$ cat src/logic/program_strobe_pkg.sv
package program_strobe_pkg;

	// ---------------------------------------------------------------
	// Register map of the controller (byte addresses on APB)
	// ---------------------------------------------------------------
	localparam logic [7:0] ctrl_off      = 8'h00;
	localparam logic [7:0] wdata_off     = 8'h04;
	localparam logic [7:0] status_off    = 8'h08;
	localparam logic [7:0] rdata_off     = 8'h0C;
	localparam logic [7:0] addr_off      = 8'h10;

	// ---------------------------------------------------------------
	// Control register fields
	// ---------------------------------------------------------------
	localparam int cmd_lsb = 0;
	localparam int cmd_w   = 3;
	localparam int go_bit  = 4;

	// ---------------------------------------------------------------
	// Status register fields
	// ---------------------------------------------------------------
	localparam int busy_bit    = 0;
	localparam int err_bit     = 1;
	localparam int powered_bit = 2;

	// ---------------------------------------------------------------
	// Commands
	// ---------------------------------------------------------------
	typedef enum logic [2:0] {
		cmd_power_up,
		cmd_write,
		cmd_read,
		cmd_sig,
		cmd_lock1,
		cmd_lock2,
		cmd_erase,
		cmd_power_off
	} cmd_type;

	// ---------------------------------------------------------------
	// Select line codes {sel_d, sel_c, sel_b, sel_a}
	// ---------------------------------------------------------------
	localparam logic [3:0] sel_write = 4'hE;
	localparam logic [3:0] sel_read  = 4'hC;
	localparam logic [3:0] sel_lock1 = 4'hF;
	localparam logic [3:0] sel_lock2 = 4'h3;
	localparam logic [3:0] sel_erase = 4'h1;
	localparam logic [3:0] sel_sig   = 4'h0;

	// ---------------------------------------------------------------
	// Timing
	// ---------------------------------------------------------------
	localparam int clk_mhz      = 200;
	localparam int setup_us     = 10;
	localparam int setup_cyc    = setup_us * clk_mhz;
	localparam int pulse_us     = 2;
	localparam int pulse_cyc    = pulse_us * clk_mhz;
	localparam int erase_ms     = 10;
	localparam int erase_cyc    = erase_ms * 1000 * clk_mhz;
	localparam int wc_max_ms    = 2;
	localparam int wc_max_cyc   = wc_max_ms * 1000 * clk_mhz;
	localparam int cnt_w        = 22;
	localparam int rdata_rst    = 0;

endpackage

$ cat src/logic/flash_program_strobe_host.sv
`timescale 1ns/1ps
// Notes on behaviour
// - Writes need high voltage; selects pick write, lock bits, erase.
// - Readback uses logic-high reset, strobe high, selects LLHH.
// - Host pulses strobe once; device self-times the write.
// - Host presents data before raising high voltage.
// - Host lowers voltage to logic high and selects read before sampling.
// - Host waits until polled data reads true before next cycle; code gives up with an error after wc_timeout plus setup_cycles.
// - Erase holds strobe low ten milliseconds; array and locks cleared.
// - Power up with reset and clock pin low, then raise both highs.
// - Next byte: pulse clock pin once and present new data.
// - Full readback: clear counter by reset rise, alternate read and clock.
// - Power off: clock pin low, then reset low, then supply off.
module flash_program_strobe_host
	import program_strobe_pkg::*;
#(
	parameter int setup_cycles = program_strobe_pkg::setup_cyc,
	parameter int erase_cycles = program_strobe_pkg::erase_cyc,
	parameter int wc_timeout   = program_strobe_pkg::wc_max_cyc
) (
	input  wire logic        clk_sys,
	input  wire logic        rst_n,
	input  wire logic        psel,
	input  wire logic        penable,
	input  wire logic        pwrite,
	input  wire logic [7:0]  paddr,
	input  wire logic [31:0] pwdata,
	output logic      [31:0] prdata,
	output logic             pready,
	output logic             pslverr,
	output logic             power_on,
	output logic             reset_hv_pin,
	output logic             reset_high_pin,
	output logic             clock_input_pin,
	output logic             strobe_pin,
	output logic             sel_a,
	output logic             sel_b,
	output logic             sel_c,
	output logic             sel_d,
	input  wire logic [7:0]  data_in,
	output logic      [7:0]  data_out,
	output logic             data_oe,
	input  wire logic        busy_pin
);
	import program_strobe_pkg::*;

	// ---------------------------------------------------------------
	// States
	// ---------------------------------------------------------------
	typedef enum logic [3:0] {
		st_idle, st_setup, st_hv, st_pulse, st_wait, st_lower,
		st_rsample, st_clk_hi, st_clk_lo, st_poff
	} state_type;

	state_type        state_r;
	logic [cnt_w-1:0] cnt_r;
	cmd_type          cmd_r;
	logic [7:0]       wdata_r;
	logic [10:0]      addr_r;
	logic             err_r;
	logic             go;
	logic [7:0]       din_s1_r, din_s2_r;
	logic             busy_s1_r, busy_s2_r;
	logic             sample;
	logic [7:0]       rdata;
	logic             advance_r;

	// Terminal-count test shared by all timed steps.
	function automatic logic done_at(input logic [cnt_w-1:0] c,
	                                 input int n);
		return c >= n[cnt_w-1:0];
	endfunction

	// ---------------------------------------------------------------
	// Pin synchronisers
	// ---------------------------------------------------------------
	// Pins from the device cross into clk_sys through two stages.
	always_ff @(posedge clk_sys or negedge rst_n) begin
		if (!rst_n) begin
			din_s1_r  <= 8'h00;
			din_s2_r  <= 8'h00;
			busy_s1_r <= 1'b1;
			busy_s2_r <= 1'b1;
		end else begin
			din_s1_r  <= data_in;
			din_s2_r  <= din_s1_r;
			busy_s1_r <= busy_pin;
			busy_s2_r <= busy_s1_r;
		end
	end

	// ---------------------------------------------------------------
	// APB slave
	// ---------------------------------------------------------------
	assign pready  = 1'b1;
	assign pslverr = 1'b0;
	assign go = psel && penable && pwrite && paddr == ctrl_off &&
	            pwdata[go_bit] && state_r == st_idle;

	// Command and data registers; only accepted while idle.
	always_ff @(posedge clk_sys or negedge rst_n) begin
		if (!rst_n) begin
			cmd_r   <= cmd_power_up;
			wdata_r <= 8'h00;
		end else begin
			if (go) begin
				cmd_r <= cmd_type'(pwdata[cmd_lsb +: cmd_w]);
			end
			if (psel && penable && pwrite && paddr == wdata_off &&
			    state_r == st_idle) begin
				wdata_r <= pwdata[7:0];
			end
		end
	end

	// Read mux; unmapped addresses read zero.
	always_comb begin
		prdata = 32'h0000_0000;
		if (paddr == status_off) begin
			prdata[busy_bit]    = state_r != st_idle;
			prdata[err_bit]     = err_r;
			prdata[powered_bit] = power_on;
		end else if (paddr == rdata_off) begin
			prdata[7:0] = rdata;
		end else if (paddr == wdata_off) begin
			prdata[7:0] = wdata_r;
		end else if (paddr == addr_off) begin
			prdata[10:0] = addr_r;
		end else if (paddr == ctrl_off) begin
			prdata[cmd_lsb +: cmd_w] = cmd_r;
		end
	end

	// ---------------------------------------------------------------
	// Sequencer
	// ---------------------------------------------------------------
	// One step per state; steps last setup_cycles, except the strobe pulse (pulse_cyc or erase_cycles) and the wait and poll steps, which can run longer.
	always_ff @(posedge clk_sys or negedge rst_n) begin
		if (!rst_n) begin
			state_r <= st_idle;
			cnt_r   <= '0;
			err_r   <= 1'b0;
		end else begin
			cnt_r <= cnt_r + 1'b1;
			case (state_r)
				st_idle: begin
					cnt_r <= '0;
					if (go) begin
						err_r   <= 1'b0;
						state_r <= st_setup;
					end
				end
				st_setup: if (done_at(cnt_r, setup_cycles)) begin
					cnt_r <= '0;
					if (cmd_r == cmd_power_off) begin
						state_r <= st_poff;
					end else if (cmd_r == cmd_power_up) begin
						state_r <= st_idle;
					end else if (cmd_r == cmd_read || cmd_r == cmd_sig) begin
						state_r <= st_rsample;
					end else begin
						state_r <= st_hv;
					end
				end
				st_hv: if (done_at(cnt_r, setup_cycles)) begin
					cnt_r   <= '0;
					state_r <= st_pulse;
				end
				st_pulse: if (done_at(cnt_r, cmd_r == cmd_erase ?
				                      erase_cycles : pulse_cyc)) begin
					cnt_r   <= '0;
					state_r <= st_wait;
				end
				// Wait for busy to clear, or give up with an error after wc_timeout plus setup_cycles.
				st_wait: begin
					if (done_at(cnt_r, setup_cycles) && busy_s2_r) begin
						cnt_r   <= '0;
						state_r <= st_lower;
					end else if (done_at(cnt_r, wc_timeout + setup_cycles)) begin
						err_r   <= 1'b1;
						cnt_r   <= '0;
						state_r <= st_lower;
					end
				end
				st_lower: if (done_at(cnt_r, setup_cycles)) begin
					cnt_r   <= '0;
					state_r <= (cmd_r == cmd_write) ? st_rsample : st_idle;
				end
				st_rsample: if (done_at(cnt_r, setup_cycles)) begin
					// Polling is bounded, so a refused byte cannot hang us.
					if (cmd_r == cmd_write && din_s2_r[7] != wdata_r[7] &&
					    !done_at(cnt_r, wc_timeout + setup_cycles)) begin
						state_r <= st_rsample;
					end else begin
						cnt_r   <= '0;
						state_r <= st_clk_hi;
						if (cmd_r == cmd_write && din_s2_r != wdata_r) begin
							err_r <= 1'b1;
						end
					end
				end
				st_clk_hi: if (done_at(cnt_r, setup_cycles)) begin
					cnt_r   <= '0;
					state_r <= st_clk_lo;
				end
				st_clk_lo: if (done_at(cnt_r, setup_cycles)) begin
					cnt_r   <= '0;
					state_r <= st_idle;
				end
				st_poff: if (done_at(cnt_r, setup_cycles)) begin
					cnt_r   <= '0;
					state_r <= st_idle;
				end
				default: state_r <= st_idle;
			endcase
		end
	end

	assign sample = state_r == st_rsample && done_at(cnt_r, setup_cycles);

	// Captured readback byte lives in the little holding register.
	word_reg u_rdata (
		.clk_sys (clk_sys),
		.rst_n   (rst_n),
		.load    (sample),
		.din     (din_s2_r),
		.dout    (rdata)
	);

	// ---------------------------------------------------------------
	// Pin drivers
	// ---------------------------------------------------------------
	// Supply and reset levels; power off drops clock, then reset, then
	// supply, each step a full setup time apart.
	always_ff @(posedge clk_sys or negedge rst_n) begin
		if (!rst_n) begin
			power_on       <= 1'b0;
			reset_high_pin <= 1'b0;
			reset_hv_pin   <= 1'b0;
		end else begin
			if (state_r == st_setup && cmd_r == cmd_power_up) begin
				power_on <= 1'b1;
				if (done_at(cnt_r, setup_cycles)) begin
					reset_high_pin <= 1'b1;
				end
			end
			// High voltage rises halfway through its step, after data settled.
			if (state_r == st_hv && done_at(cnt_r, setup_cycles / 2)) begin
				reset_hv_pin <= 1'b1;
			end
			if (state_r == st_lower) begin
				reset_hv_pin <= 1'b0;
			end
			if (state_r == st_poff) begin
				reset_high_pin <= 1'b0;
				if (done_at(cnt_r, setup_cycles)) begin
					power_on <= 1'b0;
				end
			end
		end
	end

	// Strobe low only for the program or erase pulse.
	always_ff @(posedge clk_sys or negedge rst_n) begin
		if (!rst_n) begin
			strobe_pin <= 1'b1;
		end else begin
			strobe_pin <= state_r != st_pulse;
		end
	end

	// Clock pin pulse advances the device counter after each byte.
	always_ff @(posedge clk_sys or negedge rst_n) begin
		if (!rst_n) begin
			clock_input_pin <= 1'b0;
			advance_r       <= 1'b0;
			addr_r          <= '0;
		end else begin
			clock_input_pin <= state_r == st_clk_hi;
			advance_r       <= state_r == st_clk_hi;
			if (state_r == st_clk_hi && !advance_r) begin
				addr_r <= addr_r + 11'd1;
			end
			if (state_r == st_poff || (state_r == st_setup &&
			    cmd_r == cmd_power_up)) begin
				addr_r <= '0;
			end
		end
	end

	// Select lines and data port follow the command.
	always_ff @(posedge clk_sys or negedge rst_n) begin
		if (!rst_n) begin
			{sel_d, sel_c, sel_b, sel_a} <= 4'hF;
			data_out <= 8'h00;
			data_oe  <= 1'b0;
		end else if (state_r == st_setup) begin
			case (cmd_r)
				cmd_write: {sel_d, sel_c, sel_b, sel_a} <= sel_write;
				cmd_read:  {sel_d, sel_c, sel_b, sel_a} <= sel_read;
				cmd_sig:   {sel_d, sel_c, sel_b, sel_a} <= sel_sig;
				cmd_lock1: {sel_d, sel_c, sel_b, sel_a} <= sel_lock1;
				cmd_lock2: {sel_d, sel_c, sel_b, sel_a} <= sel_lock2;
				cmd_erase: {sel_d, sel_c, sel_b, sel_a} <= sel_erase;
				default:   {sel_d, sel_c, sel_b, sel_a} <= 4'hF;
			endcase
			data_out <= wdata_r;
			data_oe  <= cmd_r == cmd_write;
		end else if (state_r == st_lower) begin
			{sel_d, sel_c, sel_b, sel_a} <= sel_read;
			data_oe <= 1'b0;
		end
	end
endmodule // flash_program_strobe_host

$ cat src/logic/word_reg.sv
`timescale 1ns/1ps
// ---------------------------------------------------------------
// Small holding register for data captured from the device.
// ---------------------------------------------------------------
module word_reg (
	input  wire logic       clk_sys,
	input  wire logic       rst_n,
	input  wire logic       load,
	input  wire logic [7:0] din,
	output logic      [7:0] dout
);
	// Captured byte is held until the next load.
	always_ff @(posedge clk_sys or negedge rst_n) begin
		if (!rst_n) begin
			dout <= 8'h00;
		end else if (load) begin
			dout <= din;
		end
	end
endmodule // word_reg

$ cat config.mk
export PLATFORM = sky130hd
export DESIGN_NAME = flash_program_strobe_host
export DESIGN_NICKNAME = d
export VERILOG_FILES = /design/src/logic/program_strobe_pkg.sv /design/src/logic/flash_program_strobe_host.sv /design/src/logic/word_reg.sv
export SDC_FILE = /design/constraint.sdc
export NUM_CORES = 1
export LEC_CHECK = 0
export ABC_AREA = 1
export BUFFER_PORTS_ARGS = -buffer_cell sky130_fd_sc_hd__buf_2
export CORE_ASPECT_RATIO = 0.6
export CORE_UTILIZATION = 50
export DETAILED_ROUTE_END_ITERATION = 8
export GPL_TIMING_DRIVEN = 0
export PLACE_DENSITY = 0.72
export SLEW_MARGIN = 40
export SYNTH_ARGS = -nofsm -noshare
export SYNTH_HDL_FRONTEND = slang
export SYNTH_HIERARCHICAL = 1
export SYNTH_SLANG_ARGS = --single-unit
$ cat constraint.sdc
create_clock -name clk_sys -period 6 [get_ports clk_sys]
set_input_delay 0.9 -clock clk_sys [delete_from_list [all_inputs] [get_ports clk_sys]]
set_output_delay 0.9 -clock clk_sys [all_outputs]
set_load 0.05 [all_outputs]
* After elaboration in Yosys (flattened, before gate mapping)
Index checks and enable logic that the tools add are counted.
** Storage, ports and cells
- Register bits :: 92
- Latch bits :: 0
- Memory bits (writable) :: 0
- ROM bits :: 0
- Bits of input ports :: 54
- Output and inout bits :: 52
- Word-level logic and storage cells :: 158
- Memories kept :: 0
** Operators by class
- Add/subtract/negate cells :: 2
- Multipliers :: 0
- Div/mod/pow operators :: 0
- $lt $le $gt $ge :: 4
- Eq/ne operators :: 35
- Shift-type cells :: 0
- Muxes and demuxes :: 59
- Bitwise operators :: 0
- Reduce and logical (&&, ||, !) cells :: 37
** Operators by type and width (count)
- $mux W22 :: 6
- $pmux W22 S5 :: 1
- $mux W4 :: 11
- $pmux W4 S9 :: 1
- $mux W8 :: 4
- $mux W1 :: 24
- $mux W3 :: 8
- $add A22 B1 Y22 const B :: 1
- $ge A22 B10 Y1 const B :: 1
- $ge A22 B11 Y1 const B :: 1
- $ge A22 B19 Y1 const B :: 1
- $ge A22 B21 Y1 :: 1
- $mux W11 :: 2
- $ne A2 B2 Y1 const B :: 11
- $mux W21 :: 1
- $eq A4 B3 Y1 const B :: 4
- $eq A8 B4 Y1 const B :: 2
- $logic_and A1 B1 Y1 :: 15
- $add A11 B1 Y11 const B :: 1
- $reduce_bool A2 Y1 :: 5
- $eq A3 B3 Y1 const B :: 3
- $reduce_and A9 Y1 :: 1
- $reduce_or A3 Y1 :: 3
- $eq A4 B2 Y1 const B :: 2
- 23 further kinds :: 27

* Longest topological paths before layout
Gate-level depths: netlist of run 1.
- Word-level depth :: 7
- Depth in mapped cells :: 18
- Depth with buffers taken out :: 17

* Modules after synthesis
Netlist of run 1, hierarchy kept.
** Modules (own cells, without submodules)
- flash_program_strobe_host :: times used 1, cells each 627, area an instance 4894.7 sq um
- word_reg :: times used 1, cells each 34, area an instance 305.3 sq um

* Worst setup path before layout of run 1
OpenSTA, ideal clock, no wires.
- Path kind :: input to output
- Start :: input paddr[1]
- End :: output prdata[3]
- Arrival :: 2.249 ns
- Data required time :: 5.100 ns
- Path slack :: 2.851 ns
- Stages :: 6
- Buffers on the path :: 1
- Path through :: nor2_1 -> nand3_1 -> inv_1 -> nand4_1 -> clkbuf_1 -> o211ai_1
** Between the ends
- Cells in the longest elaborated chain, start to end :: 5
** RTL lines
- from (decl) :: RTL line flash_program_strobe_host.sv:26 : input wire logic [7:0] paddr,
- $eq A8 B5 Y1 :: RTL line flash_program_strobe_host.sv:127 : end else if (paddr == addr_off) begin
- $mux W8 :: RTL line flash_program_strobe_host.sv:127
- $mux W8 :: RTL line flash_program_strobe_host.sv:125 : end else if (paddr == wdata_off) begin
- $mux W8 :: RTL line flash_program_strobe_host.sv:123 : end else if (paddr == rdata_off) begin
- $mux W8 (*) :: RTL line flash_program_strobe_host.sv:119 : if (paddr == status_off) begin
- to (decl) :: RTL line flash_program_strobe_host.sv:28 : output logic [31:0] prdata,
Mark *: on every way between the ends. The rest lies on a longest branch, timed or not.

* Worst setup path in the final report of run 1
- Start :: input paddr[1]
- End :: output prdata[0]
** Between the ends
- Cells in the longest elaborated chain, start to end :: 6
** RTL lines
- $logic_not A8 Y1 :: RTL line flash_program_strobe_host.sv:129 : end else if (paddr == ctrl_off) begin
- $mux W3 :: RTL line flash_program_strobe_host.sv:129
- $mux W3 :: RTL line flash_program_strobe_host.sv:127
- $mux W8 :: RTL line flash_program_strobe_host.sv:125
- $mux W8 :: RTL line flash_program_strobe_host.sv:123
- $mux W3 (*) :: RTL line flash_program_strobe_host.sv:119
Marked as above.

==> run summary, run 1 <==
The flow ran to the end, and the final reports show no timing, DRC or antenna violations. The final setup skew came out at 0.008325 ns. For the total standard cell area after synthesis, the log shows 5200 µm².

The core region is 9985 µm². After the last flow step, the layout net total stands at 817. The die covers 10830 µm². Walking the worst path, the cells encountered are buf_2 > nor2_1 > nand3_1 > inv_1 > nand4_1 > clkbuf_1 > o22ai_1 > a21oi_1 > nand3_1 > buf_2. OpenSTA, run right after detailed placement, puts the worst setup slack at 2.594 ns. The antenna diode count is 0.

The post-synthesis async set-or-reset flop share was 1.000. The global-route total usage across every layer came out at 0.2494. The power density over the cells was 283.2 nW/µm². The fraction of the cycle the final worst path needs is 0.5761, and the growth of design area from synthesis to finish is 17.54%. The run gives 106 as the number of I/O pins.

Setup repair after global routing left no endpoint under its margin. The detailed router finished its first iteration with 470 violations. Summed over all cells, the static leakage comes to 3.083 nW. In the routed design, unresolved DRC markers number 0. Among all flip-flop cells after synthesis, the most frequent one is sky130_fd_sc_hd__dfrtp_1. The starting utilization of the core area was 0.5208; the via count normalized by instance count was 5.041. During synthesis, Yosys emitted a total of 6 warnings.

The tools report the placer's final routability congestion estimate as 0.8879. The number of hold buffers added after CTS was 0. Master of the slowest instance on the critical path: sky130_fd_sc_hd__clkbuf_1. The worst min-delay path category was register to register. Summing all multi-input logic gate instances after layout gives 2424 µm². After layout, the worst setup slack is 2.544 ns. Once the clock tree was built, the resizer swapped 0 gates to a different size. Global-route wire length before repair: 20490 µm.

The critical path in this run is classified as primary input to primary output. The netlist uses 44 different library cells. The number of setup buffers added after CTS is 0, and the worst path required time is 5.10 ns. Share of post-route cells with drive strength above 1: 0.1982.

Data arrives at the worst endpoint at 2.56 ns. The tools report the number of buffers added by the clock tree synthesis step as 9. The floorplan step set the die width to 133.7 µm.

The run gives 0.0002494 V as the worst-case vdd ir drop. For this run, the detailed router's first-pass iteration total came to 5. Cell taking the most area after synthesis: sky130_fd_sc_hd__dfrtp_1.

The clock-pin slew on the worst setup and hold paths came out at 0.07 ns. Entering global routing, the biggest net connects 49 pins. The layout has 891 filler cells.

STA classifies the critical path endpoint as a primary output. TritonCTS built the clock tree. The tool flagged a number of max-cap violations equal to 0. Synthesis handed over a netlist of 661 instances. Insertion delay of the later-clocked pin in the worst-skew pair: 0.35 ns. By area the synthesized netlist is led by sky130_fd_sc_hd__dfrtp_1, sky130_fd_sc_hd__nand2_1, sky130_fd_sc_hd__nor2_1. The summed negative setup slack over all endpoints is 0 ns, and the routed wire length per instance is 14.16 µm. The run gives 0.4442 as the proportion of synthesized chip area in sequential cells. The sequential cells in the finished layout cover a total of 2310 µm². In this run, synthesis produced a sequential element count of 92. The vertical die dimension is 81.00 µm, and the area share of the leading cell type in the synthesized netlist is 0.4139. The wire-length estimate of the detail-placed layout is 9810 µm. The number of buffers inserted by port buffering came out at 58. The root cell of the clock tree is sky130_fd_sc_hd__clkbuf_16. The number of global-route vias before repair was 4068. The floorplan has 28 rows.

The nature of the critical path startpoint was a primary input. The worst hold path depth came out at 0. Yosys instantiated no cell more often than sky130_fd_sc_hd__nand2_1.

The maximum fanout along the worst path came out at 10. The routed design has 12630 µm of wire. The total overflow left after global routing is 0.

Clock tree synthesis found a total of 92 sinks. In this run the remaining antenna-violating nets after routing total 0. The initial antenna violation count is 0. The commonest cells after synthesis are sky130_fd_sc_hd__nand2_1, sky130_fd_sc_hd__nor2_1, sky130_fd_sc_hd__dfrtp_1, sky130_fd_sc_hd__inv_1, sky130_fd_sc_hd__nand3_1.

The number of max-slew violations in the final report is 0. The final hold violation count is 0. Setup violations remaining at the end of the flow were counted as 0.

For the worst flop-to-flop path, the logic depth is 15. The H-tree depth was 3. No sink is reached through more buffers than the 2 on the longest clock path. The delay contributed by the slowest stage of the critical path works out to 0.27 ns. The clock period could shrink to 3.456 ns. The average cell area after synthesis was 7.867 µm²; the peak clock frequency supported by timing was 0.2893 GHz. Across all layers, the routed design uses 4497 vias. Yosys mapped a number of flops with a built-in enable equal to 0.
placed cells by master (no fill, tap or decap), types with 4 or more instances in the layout:
master,instances
sky130_fd_sc_hd__nand2_1,162
sky130_fd_sc_hd__nor2_1,95
sky130_fd_sc_hd__dfrtp_1,86
sky130_fd_sc_hd__inv_1,73
sky130_fd_sc_hd__buf_2,58
sky130_fd_sc_hd__nand3_1,31
sky130_fd_sc_hd__buf_4,25
sky130_fd_sc_hd__o21ai_0,23
sky130_fd_sc_hd__conb_1,23
sky130_fd_sc_hd__a21oi_1,22
sky130_fd_sc_hd__nand4_1,16
sky130_fd_sc_hd__xor2_1,14
sky130_fd_sc_hd__nor3_1,11
sky130_fd_sc_hd__ha_1,11
sky130_fd_sc_hd__xnor2_1,9
sky130_fd_sc_hd__clkbuf_16,9
sky130_fd_sc_hd__nor2_2,8
sky130_fd_sc_hd__inv_2,7
sky130_fd_sc_hd__nor2_4,6
sky130_fd_sc_hd__o211ai_1,6
sky130_fd_sc_hd__dfstp_2,6
sky130_fd_sc_hd__nand2_2,5
sky130_fd_sc_hd__buf_6,5
sky130_fd_sc_hd__nand3b_1,4
sky130_fd_sc_hd__mux2_2,4
area by class of cell:
type,instances,area share
inverter,80,0.04913
clock inverter,6,0.01945
timing repair buffer,59,0.05179
clock buffer,10,0.03746
multi-input combinational,478,0.3965
sequential,92,0.3779
tap,135,0.02764
buffer,32,0.04012
sequential cells by signal, summed over array words and instances (netlist names), 3 cells and up:
signal        count
din_s1_r          8
din_s2_r          8
cmd_r             3
data_out          8
wdata_r           8
cnt_r            22
addr_r           11
state_r           4
u_rdata/dout      8
through the flow:
stage / power [W] / cell area [µm²] / utilization / hold WS (ns) / cells
global placement: 0.001057 / 5738 / 0.5747 / 0.3333 / 875
CTS: 0.001741 / 6112 / 0.6122 / 0.3524 / 892
detailed placement: 0.001072 / 5764 / 0.5773 / 0.3379 / 876
floorplan: 0.0009673 / 5279 / - / 0.3312 / 682
global route: 0.001807 / 6112 / 0.6122 / 0.3635 / 892
finish: 0.001731 / 6112 / 0.6122 / 0.3498 / 892
critical path: cells and delay by family:
kind                   cells  cell delay (ns)
AOI/OAI and AO/OA          2             0.27
buffers and inverters      4             0.72
and+or+nand+nor            4             0.67
final timing paths:
kind / from / end / slack, ns
setup / recovery: paddr[1] / prdata[0] / 2.54
hold / removal: din_s1_r[7]$_DFF_PN0_ / din_s2_r[7]$_DFF_PN0_ / 0.35
setup reg to reg: cmd_r[1]$_DFFE_PN0P_ / cnt_r[13]$_DFF_PN0_ / 3.12
hold reg to reg: din_s1_r[7]$_DFF_PN0_ / din_s2_r[7]$_DFF_PN0_ / 0.35
max in group asynchronous: rst_n / sel_b$_DFFE_PN1P_ / 4.89
min in group asynchronous: rst_n / data_out[7]$_DFFE_PN0P_ / 0.49
power by group:
part | switching [W] | internal, W | leakage (nW)
Clock | 0.000254 | 0.000413 | 0.170
Sequential | 0.0000258 | 0.000656 | 1.22
Combinational | 0.000274 | 0.000108 | 1.70
Total | 0.000554 | 0.00118 | 3.08
layer usage:
layer  vias to the layer above  track usage  part of all wire
met1                      2073       0.3813              0.50
met5                         -            0                 0
li1                       2239            -                 -
met4                         0      0.07841             0.013
met3                        14      0.06305             0.080
met2                       171       0.3396              0.41
logic make-up (layout without fill, tap and decap cells):
family,count (synthesis),count (layout),synth area share
fa+ha+maj,11,11,0.02647
other cells,2,23,0.001444
flops,92,92,0.4442
xor+xnor,23,23,0.03874
mux,4,4,0.008662
buf+inv,112,187,0.1049
compound gates,64,64,0.06978
simple gates,353,353,0.3058
Power figures use the tool's default switching activity.
==> run 2: changes to the inputs <==
--- a/config.mk
+++ b/config.mk
@@ -5,7 +5,7 @@
 export SDC_FILE = /design/constraint.sdc
 export NUM_CORES = 1
 export LEC_CHECK = 0
-export ABC_AREA = 1
+export ABC_AREA = 0
 export BUFFER_PORTS_ARGS = -buffer_cell sky130_fd_sc_hd__buf_2
 export CORE_ASPECT_RATIO = 0.6
 export CORE_UTILIZATION = 50
==> constraint.sdc (replaced) <==
create_clock -name clk_sys -period 3.3 [get_ports clk_sys]
set_input_delay 0.495 -clock clk_sys [delete_from_list [all_inputs] [get_ports clk_sys]]
set_output_delay 0.495 -clock clk_sys [all_outputs]
set_load 0.05 [all_outputs]
==> run summary, run 2 <==
The number of buffers on the longest clock path was 2 (unchanged); the internal cell power was 0.001707 W (was 0.001177 W). Family with the most delay on the worst path: compound AO/OA/AOI/OAI gates (was buffers and inverters). The buffering stage count on the worst path with inverters included was 1 (was 4); the average cell area after synthesis was 10.30 µm² (was 7.867 µm²). The number of max-slew violations in the final report is 0 (unchanged), and the antenna diode count is 0 (unchanged). The number of cells on the worst reg-to-reg path is 9 (was 15). The share of the synthesized area in compound gates (AO/OA/AOI/OAI) is 0.09082 (was 0.06978). The run gives 0.5246 (was 0.5208) as the starting utilization of the core area. The flow ran to the end, and the final reports show no timing, DRC or antenna violations.

Post-synthesis async set-or-reset flop share: 1.000 (unchanged). The pin slew with the least headroom to its limit is 0.8132 ns. The worst-case headroom to the max-slew limit was 0.4537. The power density over the cells is 397.0 nW/µm² (was 283.2 nW/µm²).

The tools report the combinational group share of total power as 0.061 (was 0.221). Setup repair after global routing left no endpoint under its margin. The area inside the core boundary is 9324 µm² (was 9985 µm²). The logs give 0.006303 ns (was 0.008325 ns) for the final setup skew and 0 (unchanged) for the final hold violation count.

Sum of overflow across all layers after global routing: 0 (unchanged). Number of buffers inserted by port buffering: 58 (unchanged). For the full die area, the log shows 10190 µm² (was 10830 µm²). The logs give 0.8929 (was 0.8879) for the placer's final routability congestion estimate and 6 (unchanged) for the number of warnings reported in the yosys synthesis log.

Most common library cells after synthesis: sky130_fd_sc_hd__dfrtp_1, sky130_fd_sc_hd__nor2_1, sky130_fd_sc_hd__nand2_1, sky130_fd_sc_hd__buf_4, sky130_fd_sc_hd__xnor2_1 (was sky130_fd_sc_hd__nand2_1, sky130_fd_sc_hd__nor2_1, sky130_fd_sc_hd__dfrtp_1, sky130_fd_sc_hd__inv_1, sky130_fd_sc_hd__nand3_1). The logs give 0.0003490 V (was 0.0002494 V) for the worst-case vdd ir drop and 17730 µm (was 20490 µm) for the global-route wire length before repair. The vertical die dimension is 78.61 µm (was 81.00 µm), and the routed wire length per instance is 15.57 µm (was 14.16 µm).

Highest-count cells in the layout ignoring fill and taps: sky130_fd_sc_hd__dfrtp_1, sky130_fd_sc_hd__buf_2, sky130_fd_sc_hd__nor2_1, sky130_fd_sc_hd__nand2_1, sky130_fd_sc_hd__buf_4 (was sky130_fd_sc_hd__nand2_1, sky130_fd_sc_hd__nor2_1, sky130_fd_sc_hd__dfrtp_1, sky130_fd_sc_hd__inv_1, sky130_fd_sc_hd__buf_2). The initial antenna violation count was 0 (unchanged). TritonCTS built the clock tree.

The DRC violations left was 0 (unchanged); the post-synthesis xor/xnor area fraction was 0.06626 (was 0.03874). Based on the critical path, the design can be clocked at up to 0.3240 GHz. The register ranked first by flip-flop count is cnt_r (unchanged).

Main combinational cell family by area after synthesis: simple AND/OR/NAND/NOR gates (unchanged). Proportion of total power due to net switching: 0.2507 (was 0.3198). The H-tree depth is 3 (unchanged).

Endpoint of the worst register-to-register path: state_r[0]$_DFFE_PN0P_ (was cnt_r[13]$_DFF_PN0_). The floorplan row count came out at 27 (was 28). For the count of cell types in the netlist, the log shows 61 (was 44). Number of flip-flops in the largest register: 22 (unchanged). The proportion of synthesized chip area in sequential cells came out at 0.4722 (was 0.4442).

The critical path arrival was 3.32 ns (was 2.56 ns). The root cell of the clock tree is sky130_fd_sc_hd__clkbuf_16 (unchanged). For the synthesized instance count, the log shows 475 (was 661). The critical setup path kind was register to register (was primary input to primary output).

Register bit total from synthesis: 92 (unchanged). The violation count after the first detailed-routing iteration is 261 (was 470), and the number of enable-type register cells in the synthesized netlist is 0 (unchanged). Growth of design area from synthesis to finish: 17.32% (was 17.54%). The nature of the critical path startpoint is a register (was a primary input). The logs give 55 (was 49) for the pin count of the biggest net entering global routing and 0.0005710 W (was 0.0005536 W) for the power spent charging and discharging nets.

The tools report the post-layout net count as 629 (was 817). The post-route worst hold slack came out at 0.04265 ns (was 0.3498 ns). The run gives 0.2302 (was 0.2494) as the global-route total usage across every layer. The summed negative setup slack over all endpoints was 0 ns (unchanged).

The static leakage power came out at 2.780 nW (was 3.083 nW). Number of detailed-route iterations in the first pass: 4 (was 5). Area share of the leading cell type in the synthesized netlist: 0.4400 (was 0.4139).

The horizontal extent of the die was 129.7 µm (was 133.7 µm); the maximum fanout along the worst path was 10 (unchanged). The run gives 10890 µm (was 12630 µm) as the overall routed net length. The capturing element type of the critical path is a register (was a primary output). The worst path in the final design needs a cycle of 3.087 ns, including I/O delays and setup. Insertion delay of the later-clocked pin in the worst-skew pair: 0.35 ns (about the same). The clock-pin slew on the worst setup and hold paths is 0.07 ns (about the same), and the number of global-route vias before repair is 3452 (was 4068). The tools report the setup slack on the worst flop-to-flop path as 0.21 ns (was 3.12 ns). The worst min-delay path category was primary input to asynchronous set/reset pin (was register to register).

The routed via count is 3797 (was 4497), and the power share of the sequential group is 0.503 (was 0.394). Total standard cell area after synthesis: 4891 µm² (was 5200 µm²). The cell taking the most area after synthesis is sky130_fd_sc_hd__dfrtp_1 (unchanged). The run gives 0 (unchanged) as the post-route antenna net violation count. Post-synthesis adder-cell area fraction: 0.02814 (was 0.02647). The share of post-route cells with drive strength above 1 was 0.2513 (was 0.1982); the number of clock sinks seen by CTS was 92 (unchanged). The delay contributed by the slowest stage of the critical path was 0.46 ns (was 0.27 ns).

Leading post-synthesis cells by cell area: sky130_fd_sc_hd__dfrtp_1, sky130_fd_sc_hd__nor2_1, sky130_fd_sc_hd__buf_4 (was sky130_fd_sc_hd__dfrtp_1, sky130_fd_sc_hd__nand2_1, sky130_fd_sc_hd__nor2_1). The final number of setup-violating endpoints is 0 (unchanged), and the worst path required time is 3.53 ns (was 5.10 ns). The tools report the number of I/O pins as 106 (unchanged). The tools report the worst reg2reg path startpoint as cmd_r[0]$_DFFE_PN0P_ (was cmd_r[1]$_DFFE_PN0P_). The simple logic cell fraction of the synthesized area was 0.1834 (was 0.3058). For the number of buffers added by the clock tree synthesis step, the log shows 9 (unchanged). Cells along the critical path: clkbuf_1 > or2_2 > ha_1 > a211oi_1 > o211ai_1 > a211o_1 > a211oi_2 > or3_4 > mux2_4 (was buf_2 > nor2_1 > nand3_1 > inv_1 > nand4_1 > clkbuf_1 > o22ai_1 > a21oi_1 > nand3_1 > buf_2). For the detailed placement HPWL, the log shows 8304 µm (was 9810 µm).

Most frequent standard cell in the layout excluding fill and tap cells: sky130_fd_sc_hd__dfrtp_1 (was sky130_fd_sc_hd__nand2_1). The tools report the count of hold-fix buffers inserted at cts as 0 (unchanged). The proportion of synthesized area in mux cells is 0.09337 (was 0.008662). Largest registers ranked by flip-flop count: cnt_r x22, addr_r x11 (unchanged). Dominant cell by count in the synthesized netlist: sky130_fd_sc_hd__dfrtp_1 (was sky130_fd_sc_hd__nand2_1).

The clock share of power is 0.436 (was 0.385). The via count normalized by instance count came out at 5.432 (was 5.041). The master of the slowest instance on the critical path was sky130_fd_sc_hd__or2_2 (was sky130_fd_sc_hd__clkbuf_1). The tools report the count of max-cap constraint violations as 0 (unchanged). The fraction of the cycle the final worst path needs works out to 0.9354. Primary flip-flop cell chosen by synthesis mapping: sky130_fd_sc_hd__dfrtp_1 (unchanged).
[run 2: area by class of cell]
| type | count | area (µm²) |
|---|---|---|
| Inverter | 9 | 33.78 |
| Clock buffer | 9 | 225.2 |
| Buffer | 42 | 272.8 |
| Timing Repair Buffer | 59 | 324.1 |
| Clock inverter | 7 | 58.81 |
| Fill cell | 815 | 3586 |
| Sequential cell | 92 | 2310 |
| Tap cell | 130 | 162.7 |
| Multi-Input combinational cell | 351 | 2351 |
[run 2: stage by stage]
step,setup slack (ns),instances,util,instance area [µm²],total power [W]
final,0.2133,699,0.6154,5738,0.002278
after global routing,0.04171,699,0.6154,5738,0.002357
after CTS,0.006468,701,0.6157,5741,0.002297
after detailed placement,0.02706,685,0.5852,5456,0.001307
after global placement,0.06990,684,0.5816,5423,0.001300
after floorplan,0.2860,496,-,4970,0.001256
[run 2: layer usage]
layer | vias up | GRT usage | part of all wire
li1 | 1796 | - | -
met1 | 1845 | 0.3638 | 0.51
met2 | 144 | 0.3005 | 0.40
met3 | 12 | 0.07021 | 0.081
met4 | 0 | 0.05000 | 0.0078
met5 | - | 0 | 0
[run 2: worst max-delay path by stage]
stage	from	to	slack, ns	depth (start not counted)
2_1_floorplan	paddr[5]	prdata[3]	0.29	4
3_3_place_gp	cmd_r[1]$_DFFE_PN0P_	state_r[0]$_DFFE_PN0P_	0.07	10
3_5_place_dp	cmd_r[1]$_DFFE_PN0P_	state_r[0]$_DFFE_PN0P_	0.03	10
4_1_cts	cmd_r[1]$_DFFE_PN0P_	state_r[0]$_DFFE_PN0P_	0.006	10
5_1_grt	cmd_r[0]$_DFFE_PN0P_	cnt_r[18]$_DFF_PN0_	0.04	9
6_report	cmd_r[0]$_DFFE_PN0P_	state_r[0]$_DFFE_PN0P_	0.21	9
[run 2: repair_timing]
item                       CTS  global route
buffers inserted             0             0
setup endpoints to repair    0            22
resized for setup            0             1
[run 2: power groups by stage]
stage,combinational (W),sequential [W],clock (W)
after floorplan,0.0000909,0.00117,0
after global routing,0.000152,0.00115,0.00106
after detailed placement,0.000140,0.00117,0
after global placement,0.000134,0.00117,0
final,0.000140,0.00115,0.000993
after CTS,0.000140,0.00115,0.00101
[run 2: worst reg2reg max path, cell delays in order, from the launching register on]
cell and delay [ns]:
sky130_fd_sc_hd__dfrtp_1 0.39, sky130_fd_sc_hd__clkbuf_1 0.24, sky130_fd_sc_hd__or2_2 0.46, sky130_fd_sc_hd__ha_1 0.32
sky130_fd_sc_hd__a211oi_1 0.24, sky130_fd_sc_hd__o211ai_1 0.14, sky130_fd_sc_hd__a211o_1 0.31, sky130_fd_sc_hd__a211oi_2 0.36
sky130_fd_sc_hd__or3_4 0.22, sky130_fd_sc_hd__mux2_4 0.30
[run 2: cell families (layout without fill, tap and decap cells)]
kind of cell,after synthesis,count (layout)
AO/OA/AOI/OAI,66,66
multiplexers,38,38
other,2,23
AND/OR/NAND/NOR,176,176
flip-flops,92,92
adder cells (fa/ha/maj),11,11
buffers and inverters,53,126
XOR/XNOR,37,37
